<file path="config.mk">
export PLATFORM = sky130hd
export DESIGN_NAME = pmr_result_regs
export DESIGN_NICKNAME = d
export VERILOG_FILES = /design/src/verilog/pmr_result_regs.v
export VERILOG_INCLUDE_DIRS = /design/src /design/src/verilog
export SDC_FILE = /design/constraint.sdc
export NUM_CORES = 2
export LEC_CHECK = 0
export BUFFER_PORTS_ARGS = -buffer_cell sky130_fd_sc_hd__buf_2
export CORE_UTILIZATION = 45
export CTS_CLUSTER_DIAMETER = 30
export DETAILED_ROUTE_END_ITERATION = 8
export SLEW_MARGIN = 20
export SYNTH_ARGS = -nofsm -noshare
export SYNTH_HDL_FRONTEND = slang
export SYNTH_SLANG_ARGS = --single-unit
</file>
<file path="constraint.sdc">
create_clock -name core_clk_in -period 21.7 [get_ports core_clk_in]
set_clock_uncertainty 0.15 [all_clocks]
set_input_delay 4.34 -clock core_clk_in [delete_from_list [all_inputs] [get_ports core_clk_in]]
set_output_delay 4.34 -clock core_clk_in [all_outputs]
set_load 0.02 [all_outputs]
</file>
<file path="src/verilog/pmr_map.vh">
/*
 * Register offsets, field positions, reset values and scaling shifts of the
 * power monitor result register bank.
 * Assumes it is included once per compile unit by its bare name.
 */
`ifndef PMR_MAP_VH
`define PMR_MAP_VH

// Register offsets (4-bit register index)
`define PMR_OFS_DEVICE_CFG 4'h0
`define PMR_OFS_CONVERTER_CFG 4'h1
`define PMR_OFS_SHUNT_SCALE 4'h2
`define PMR_OFS_SHUNT_V 4'h4
`define PMR_OFS_BUS_V 4'h5
`define PMR_OFS_DIE_TEMP 4'h6
`define PMR_OFS_CURRENT 4'h7
`define PMR_OFS_POWER 4'h8
`define PMR_OFS_DIAG_ALERT 4'hb

// Field positions
`define PMR_BIT_RANGE_SEL 4
`define PMR_AVG_MSB 2
`define PMR_BIT_ALERT_LATCH 15
`define PMR_BIT_READY_ROUTE 14
`define PMR_BIT_ALERT_POL 12
`define PMR_BIT_FAULT_FLAG 10
`define PMR_BIT_DONE_FLAG 1
`define PMR_BIT_MEM_OK 0

// Reset values
`define PMR_RST_SHUNT_SCALE 15'h1000
`define PMR_RST_AVG 3'h0

// Arithmetic scaling shifts
`define PMR_CURRENT_SHIFT 11
`define PMR_POWER_SHIFT 4

`endif

</file>
<file path="src/verilog/pmr_result_regs.v">
/*
 * Result register bank of a current, voltage and power monitor: averaging,
 * current and power arithmetic, result registers and the diagnostic/alert
 * register with its latch, routing and open-drain alert pin.
 * Assumes a serial front end on the same clock presents one register
 * access per strobe, and that converter samples and limit faults arrive
 * as same-clock logic signals.
 * Limitation: a new averaging code takes effect at once; the run then in
 * progress closes early or late and gives one mixed average.
 */
// How it works
// Averaging code 0..7 picks 1..1024 samples
// One averaging count serves every enabled input
// Results change only when averaging run completes
// Shunt scale: 15 writable bits, reset 1000h
// Shunt scale multiplies shunt voltage into current
// Shunt result signed 16-bit, range picks step; here the step is fixed, range_sel unused
// Bus result 16-bit, never negative
// Temperature in bits 15-4, low nibble zero
// Current result read-only signed 16-bit
// Power result read-only unsigned 24-bit
// Transparent alert follows the fault directly
// Latched alert holds until diagnostic read
// Routing bit sends done flag to alert
// Range bit selects shunt full-scale range; here the bit is only stored and read back
// Done flag set per run, cleared latched
// Polarity bit picks alert level, open drain
// Writes to read-only bits are ignored
// Results read zero until first run ends
`default_nettype none
`include "pmr_map.vh"

module pmr_result_regs #(
    parameter SAMPLE_W = 16, // Converter sample width
    parameter ACC_W = 26 // Sample width plus ten bits for 1024 samples
) (
    input wire core_clk_in, // Device clock, 50 MHz
    input wire nrst_in, // Synchronous reset, active low
    input wire [3:0] reg_addr_in, // Register index from serial front end
    input wire reg_wr_in, // Write strobe, one cycle
    input wire reg_rd_in, // Read strobe, one cycle
    input wire [23:0] reg_wdata_in, // Write data, low bits used
    output reg [23:0] reg_rdata_out, // Read data, valid cycle after strobe
    input wire sample_valid_in, // One set of converter samples ready
    input wire [2:0] chan_enable_in, // Enabled inputs: 0 shunt, 1 bus, 2 temp
    input wire [SAMPLE_W-1:0] shunt_sample_in, // Signed shunt sample
    input wire [SAMPLE_W-1:0] bus_sample_in, // Bus sample, non-negative
    input wire [SAMPLE_W-1:0] temp_sample_in, // Signed temperature, 12 bits used
    input wire trigger_in, // New triggered conversion started
    input wire fault_in, // Limit comparator fault level
    output reg alert_out, // Alert pin output value (always low)
    output reg alert_oe_out // Alert pin pull-down enable
);

    ////////////////////////////////////////////////////////////////////////
    // Control registers
    reg range_sel; // Shunt full-scale range select
    reg [2:0] avg_sel; // Averaging count select
    reg [14:0] shunt_scale; // Shunt calibration constant
    reg latch_en; // Alert latch enable
    reg ready_route; // Done flag routed to alert
    reg alert_pol; // Alert polarity
    reg done_flag; // Conversion complete flag
    reg fault_flag; // Alert flag

    // Result registers
    // All reset to zero and read-only to the host
    reg [15:0] shunt_res;
    reg [15:0] bus_res;
    reg [15:0] temp_res;
    reg [15:0] current_res;
    reg [23:0] power_res;

    // Averaging state
    reg [10:0] sample_cnt; // Samples taken in the current run
    reg [10:0] run_len; // Samples needed for this code
    reg [3:0] avg_shift; // log2 of run length
    // Sums including the present sample; one per input so a single run
    // count can close all of them on the same edge
    wire [ACC_W-1:0] next_acc [0:2];
    wire [SAMPLE_W-1:0] samples [0:2];
    wire [SAMPLE_W-1:0] avg_val [0:2]; // Averaged values at run end
    wire run_end;
    wire diag_read;

    assign samples[0] = shunt_sample_in;
    assign samples[1] = bus_sample_in;
    assign samples[2] = temp_sample_in;
    // Greater-or-equal closes a run at once if the code shrinks mid-run;
    // an exact compare would let the count wrap and stall the results
    assign run_end = sample_valid_in && (sample_cnt >= run_len - 11'h001);
    assign diag_read = reg_rd_in && (reg_addr_in == `PMR_OFS_DIAG_ALERT);

    ////////////////////////////////////////////////////////////////////////
    // Decode the averaging code into length and shift
    always @* begin
        // Shift is log2 of the run length, so the divide is a plain shift
        case (avg_sel)
            3'h0: begin
                avg_shift = 4'h0; // 1 sample
            end
            3'h1: begin
                avg_shift = 4'h2; // 4 samples
            end
            3'h2: begin
                avg_shift = 4'h4; // 16 samples
            end
            3'h3: begin
                avg_shift = 4'h6; // 64 samples
            end
            3'h4: begin
                avg_shift = 4'h7; // 128 samples
            end
            3'h5: begin
                avg_shift = 4'h8; // 256 samples
            end
            3'h6: begin
                avg_shift = 4'h9; // 512 samples
            end
            default: begin
                avg_shift = 4'ha; // 1024 samples
            end
        endcase
        run_len = 11'h001 << avg_shift;
    end

    ////////////////////////////////////////////////////////////////////////
    // One accumulator per input, all sharing the same run count
    // A disabled input keeps its accumulator cleared and its result frozen;
    // the run count still advances so enabled inputs stay in step
    genvar ch;
    generate
        for (ch = 0; ch < 3; ch = ch + 1) begin : g_acc
            reg [ACC_W-1:0] sum;
            wire [ACC_W-1:0] ext;
            wire [ACC_W-1:0] shifted;
            // Sign extend so signed inputs average correctly
            assign ext = {{(ACC_W-SAMPLE_W){samples[ch][SAMPLE_W-1]}}, samples[ch]};
            assign next_acc[ch] = sum + ext;
            // Arithmetic shift keeps negative averages negative
            assign shifted = $signed(next_acc[ch]) >>> avg_shift;
            assign avg_val[ch] = shifted[SAMPLE_W-1:0];
            // Accumulate while enabled; restart at each run end
            always @(posedge core_clk_in) begin
                if (!nrst_in) begin
                    sum <= {ACC_W{1'b0}};
                end else if (sample_valid_in) begin
                    if (run_end || !chan_enable_in[ch]) begin
                        sum <= {ACC_W{1'b0}};
                    end else begin
                        sum <= next_acc[ch];
                    end
                end
            end
        end
    endgenerate

    ////////////////////////////////////////////////////////////////////////
    // Current and power arithmetic from the averaged values
    // Current is the shunt average times the scale constant, shifted down;
    // the scale therefore sets the weight of one current count
    // Both products are cut to their register widths on purpose
    wire signed [31:0] current_prod;
    wire [15:0] bus_clamp; // Bus average with negatives forced to zero
    wire [31:0] current_wide;
    wire [15:0] next_current;
    wire [15:0] current_mag;
    wire [31:0] power_prod;
    wire [31:0] power_wide;
    assign current_prod = $signed(avg_val[0]) * $signed({1'b0, shunt_scale});
    assign current_wide = current_prod >>> `PMR_CURRENT_SHIFT;
    assign next_current = current_wide[15:0];
    // Power is a magnitude, so the current sign is dropped
    assign current_mag = next_current[15] ? (16'h0000 - next_current) : next_current;
    // A negative bus average is reported as zero, so power uses the same
    // clamped value rather than a huge unsigned reading
    assign bus_clamp = avg_val[1][15] ? 16'h0000 : avg_val[1];
    assign power_prod = current_mag * bus_clamp;
    assign power_wide = power_prod >> `PMR_POWER_SHIFT;

    ////////////////////////////////////////////////////////////////////////
    // Run counter and result update
    // Results load together on the closing sample only, so a host read in
    // mid-run always sees the previous complete average
    always @(posedge core_clk_in) begin
        if (!nrst_in) begin
            sample_cnt <= 11'h000;
            shunt_res <= 16'h0000;
            bus_res <= 16'h0000;
            temp_res <= 16'h0000;
            current_res <= 16'h0000;
            power_res <= 24'h000000;
        end else if (sample_valid_in) begin
            if (run_end) begin
                sample_cnt <= 11'h000;
                // Only enabled inputs refresh; the rest keep old values
                if (chan_enable_in[0]) begin
                    shunt_res <= avg_val[0];
                    current_res <= next_current;
                end
                if (chan_enable_in[1]) begin
                    bus_res <= bus_clamp;
                end
                if (chan_enable_in[0] && chan_enable_in[1]) begin
                    power_res <= power_wide[23:0];
                end
                if (chan_enable_in[2]) begin
                    temp_res <= {avg_val[2][11:0], 4'h0};
                end
            end else begin
                sample_cnt <= sample_cnt + 11'h001;
            end
        end
    end

    ////////////////////////////////////////////////////////////////////////
    // Software-written control bits
    // Only the fields below are writable; result offsets fall to default,
    // so host writes there cannot disturb a result
    always @(posedge core_clk_in) begin
        if (!nrst_in) begin
            range_sel <= 1'b0;
            avg_sel <= `PMR_RST_AVG;
            shunt_scale <= `PMR_RST_SHUNT_SCALE;
            latch_en <= 1'b0;
            ready_route <= 1'b0;
            alert_pol <= 1'b0;
        end else if (reg_wr_in) begin
            case (reg_addr_in)
                `PMR_OFS_DEVICE_CFG: begin
                    range_sel <= reg_wdata_in[`PMR_BIT_RANGE_SEL];
                end
                `PMR_OFS_CONVERTER_CFG: begin
                    avg_sel <= reg_wdata_in[`PMR_AVG_MSB:0];
                end
                `PMR_OFS_SHUNT_SCALE: begin
                    shunt_scale <= reg_wdata_in[14:0];
                end
                `PMR_OFS_DIAG_ALERT: begin
                    latch_en <= reg_wdata_in[`PMR_BIT_ALERT_LATCH];
                    ready_route <= reg_wdata_in[`PMR_BIT_READY_ROUTE];
                    alert_pol <= reg_wdata_in[`PMR_BIT_ALERT_POL];
                end
                default: begin
                end
            endcase
        end
    end

    ////////////////////////////////////////////////////////////////////////
    // Done and fault flags; a new event beats a clear in the same cycle
    // Latched mode: the fault flag holds until a diagnostic read with the
    // fault gone; a fault still present at the read keeps it set
    // Transparent mode: the fault flag simply follows the fault level
    always @(posedge core_clk_in) begin
        if (!nrst_in) begin
            done_flag <= 1'b0;
            fault_flag <= 1'b0;
        end else begin
            if (sample_valid_in && run_end) begin
                done_flag <= 1'b1;
            end else if (latch_en && (diag_read || trigger_in)) begin
                done_flag <= 1'b0;
            end else if (!latch_en && sample_valid_in && sample_cnt == 11'h000) begin
                done_flag <= 1'b0; // Transparent: clears as next run starts
            end
            if (!latch_en) begin
                fault_flag <= fault_in;
            end else if (fault_in) begin
                fault_flag <= 1'b1;
            end else if (diag_read) begin
                fault_flag <= 1'b0;
            end
        end
    end

    ////////////////////////////////////////////////////////////////////////
    // Alert pin: open drain, pulled low while enable is high
    // The value bit stays low for ever; only the enable moves, so the pin
    // is never driven high and can share a wired alert line
    wire alert_active;
    assign alert_active = fault_flag || (ready_route && done_flag);
    always @(posedge core_clk_in) begin
        if (!nrst_in) begin
            alert_out <= 1'b0;
            alert_oe_out <= 1'b0;
        end else begin
            alert_out <= 1'b0;
            // Active high releases the pin on alert and holds it low idle
            alert_oe_out <= alert_pol ? !alert_active : alert_active;
        end
    end

    ////////////////////////////////////////////////////////////////////////
    // Read data, registered one cycle after the read strobe
    // Data holds until the next read, so the host may take it late
    // Reserved and unmapped bits read as zero
    always @(posedge core_clk_in) begin
        if (!nrst_in) begin
            reg_rdata_out <= 24'h000000;
        end else if (reg_rd_in) begin
            case (reg_addr_in)
                `PMR_OFS_DEVICE_CFG: begin
                    reg_rdata_out <= {19'h0, range_sel, 4'h0};
                end
                `PMR_OFS_CONVERTER_CFG: begin
                    reg_rdata_out <= {21'h0, avg_sel};
                end
                `PMR_OFS_SHUNT_SCALE: begin
                    reg_rdata_out <= {9'h0, shunt_scale};
                end
                `PMR_OFS_SHUNT_V: begin
                    reg_rdata_out <= {8'h00, shunt_res};
                end
                `PMR_OFS_BUS_V: begin
                    reg_rdata_out <= {8'h00, bus_res};
                end
                `PMR_OFS_DIE_TEMP: begin
                    reg_rdata_out <= {8'h00, temp_res};
                end
                `PMR_OFS_CURRENT: begin
                    reg_rdata_out <= {8'h00, current_res};
                end
                `PMR_OFS_POWER: begin
                    reg_rdata_out <= power_res;
                end
                `PMR_OFS_DIAG_ALERT: begin
                    reg_rdata_out <= {8'h00, latch_en, ready_route, 1'b0, alert_pol,
                        1'b0, fault_flag, 8'h00, done_flag, 1'b1};
                end
                default: begin
                    reg_rdata_out <= 24'h000000; // Unmapped reads as zero
                end
            endcase
        end
    end

endmodule // pmr_result_regs
`default_nettype wire

</file>
==> metrics.cfg <==
[timing]
slew_viol_final = 0
rsz0062_at_grt = no
min_period_ns = 20.63
finalHoldViolCount = 0
fmax_mhz = 48.5
fin_setup_tns_ns = 0
post-route-period-util_pct = 95.0
setup_slack_ns = 1.07
finalSetupViolations = 0
worst_pin_slew_ns = 1.15
relSlewSlack_pct = 23.0
holdWs_ns = 0.300

[global_route]
grt_pass1_wl_um = 153000
antenna_found_initial = 6
grt_pass1_vias = 27100
track_usage_pct = 27.6
overflow = 0
grt_max_degree = 77

[power]
swShare_pct = 51.0
intPower_mw = 2.54
p_clk_share_pct = 15.7
seqPwrFrac_pct = 8.5
p_per_area_nw_per_um2 = 152
p_switching_mw = 2.65
comb_power_share_pct = 75.8
p_leak_nw = 15.5
irDropWorstVdd_v = 0.000577

[detailed_routing]
routed_wl_um = 94400
dr.pass1.iters = 8
vias = 27100
drc = 0
antenna_left = 0
wire_per_inst_um = 19.7
drt_iter0_drc = 2226
vias_per_cell = 5.64

[synth]
synthXorXnorAreaFrac_pct = 4.43
yosys.area_share.adder_pct = 34.5
synth_compound_area_share_pct = 15.8
synth-simple-area-share_pct = 20.4
avgSynthCellArea_um2 = 8.00
synth_edf_count = 0
synth.area.top_cells = fa_1 25%, dfxtp_1 14%, ha_1 9.3%
syn_inst = 3855
synth_top_cell_area_share_pct = 25.2
ys.flop_type = dfxtp_1
synthArstFlopShare_pct = 0
yosysSeqAreaShare_pct = 14.1
yosys.area.top_type = fa_1
syn-num-nets = 4559
synth_mux_area_share_pct = 2.27
ys_ff_latch = 217
syn_area_um2 = 30900
synth_top_family_by_area = adder cells
synth.distinct_cells = 98
yosysWarnings = 0

[setup_path]
cp_top_family = adder cells
path_class = input pin to register
timing.rr.start = g_acc[0].sum[0]
rr_endpoint = power_res[23]
crit_slowest_cell = fa_1
worstRegToRegCells = 68
crit_path_max_incr_delay_ns = 0.58
r2r_slack_ns = 4.58
critPathMaxFanout = 14
critPathLaunch = shunt_sample_in[0]
worstPathArrival_ns = 21.02
start_kind = input pin
cp.required_ns = 22.10
crit_top_cell = fa_1
setup.worst_path.end_class = register
critPathBufInv = 11

[clocking]
post_cts_buffers = 0
clk_latency_ns = 0.64
tritoncts = built
cts-resized-gates = 0
clk_pin_slew_ns = 0.06
clockBufferDepth = 3
root_buffer = clkbuf_16
clkSinkCount = 217
cts-hold-fix-buffers = 0
cts_made_buffers = 52
htreeDepth = 2

[placement]
place_area_um2 = 32300
dp_hpwl_um = 72800
place_ws_ns = 0.483
gp_congestion = 0.935
placement.io_buffers = 102

[run]
maxCapViolations = 0

[layout]
layout.nets = 4592
post-route-util_pct = 50.7
finalInstanceArea_um2 = 34200
drive_gt1_share_pct = 8.85
area_growth_pct = 10.8

[hold_path]
hold_path.class = register to register
holdPathEnd = power_res[3]
min_from = power_res[3]
whs_path_depth = 2

[floorplanning]
pin_count = 112
rows = 95
core-area_um2 = 67500
die_height_um = 264
die-area_um2 = 69600
start_util_pct = 45.7
die_w_um = 264

[outcome]
status = finished clean

## power groups by stage
| stage | Sequential (mW) | Clock, mW | Combinational (mW) |
|---|---|---|---|
| 6_report | 0.443 | 0.813 | 3.94 |
| 5_1_grt | 0.444 | 0.844 | 4.48 |
| 4_1_cts | 0.442 | 0.821 | 3.99 |
| 3_5_place_dp | 0.449 | 0 | 3.95 |
| 3_3_place_gp | 0.449 | 0 | 3.95 |
| 2_1_floorplan | 0.441 | 0 | 2.87 |
## kinds of logic after synthesis
kind of cell / after synthesis
other: 2
buffers and inverters: 689
DFF: 217
xor gates and xnor gates: 150
adders and majority gates: 618
AOI/OAI and AO/OA: 740
and+or+nand+nor: 1374
muxes: 65
## layer usage
layer	track usage [%]	vias to the layer above	wire, um
li1	-	12700	-
met5	0	-	33
met4	6.90	6	2200
met3	4.56	143	7200
met2	43.2	936	41900
met1	39.6	13300	43100
## cell usage after synthesis (8+ instances only)
library cell	number
o21ai_0	102
o21a_1	22
inv_1	483
xnor2_1	95
nand3_1	51
o211ai_1	24
a211oi_1	26
or3_1	13
nor4_1	13
o22ai_1	10
a222oi_1	11
a21oi_1	274
xor2_1	50
fa_1	388
a22oi_1	64
mux2_2	11
nor2b_1	101
a211o_1	8
or2_2	11
a21o_1	37
a22o_1	8
o21bai_1	20
nand2_1	503
dfxtp_1	217
mux2i_1	51
clkbuf_1	180
ha_1	230
a221oi_1	11
and2_1	122
nor3_1	38
nand4_1	19
buf_1	14
a31oi_1	19
and3_1	25
nand2b_1	63
o21ai_1	9
nor2_1	388
## worst min-delay path: stages, from the launching register on
cell,delay [ns]
dfxtp_1,0.31
nand2_1,0.05
a21oi_1,0.05
## cell type report
class,count,area [um2]
fillers,6603,33300
multi-input cells,2949,24000
flip-flops and latches,217,4350
inverters,485,1830
clock buffers,61,1410
repair buffers,183,1140
well taps,873,1090
clock inverters,35,435
diodes,1,2.50
## placed cells by master (no fill, tap or decap), types with 52 or more instances in the layout
| cell type | Yosys | layout |
|---|---|---|
| dfxtp_1 | 217 | 216 |
| clkbuf_16 | 0 | 52 |
| a21oi_1 | 274 | 274 |
| buf_4 | 4 | 79 |
| nand2b_1 | 63 | 63 |
| a22oi_1 | 64 | 64 |
| ha_1 | 230 | 230 |
| inv_1 | 483 | 482 |
| fa_1 | 388 | 388 |
| buf_2 | 5 | 102 |
| and2_1 | 122 | 122 |
| nand2_1 | 503 | 502 |
| xnor2_1 | 95 | 93 |
| nor2b_1 | 101 | 101 |
| nor2_1 | 388 | 387 |
| o21ai_0 | 102 | 98 |
## registers in the layout, indices dropped and copies added, names as in the netlist, 3 cells and up
| signal | cells |
|---|---|
| avg_sel | 3 |
| bus_res | 15 |
| current_res | 16 |
| g_acc.sum | 74 |
| power_res | 24 |
| reg_rdata_out | 24 |
| sample_cnt | 11 |
| shunt_res | 16 |
| shunt_scale | 15 |
| temp_res | 12 |
## stage by stage
| stage | std cells | total power, mW |
|---|---|---|
| 2_1_floorplan | 3855 | 3.31 |
| 3_3_place_gp | 4707 | 4.40 |
| 3_5_place_dp | 4707 | 4.40 |
| 4_1_cts | 4803 | 5.25 |
| 5_1_grt | 4803 | 5.77 |
| 6_report | 4804 | 5.19 |
## worst max-delay path by stage
stage	to	depth (start not counted)
after floorplan	power_res[23]	63
after global placement	power_res[23]	67
after detailed placement	power_res[23]	65
after CTS	power_res[23]	65
after global routing	power_res[23]	73
final	power_res[23]	69
(Power assumes the default switching activity.)
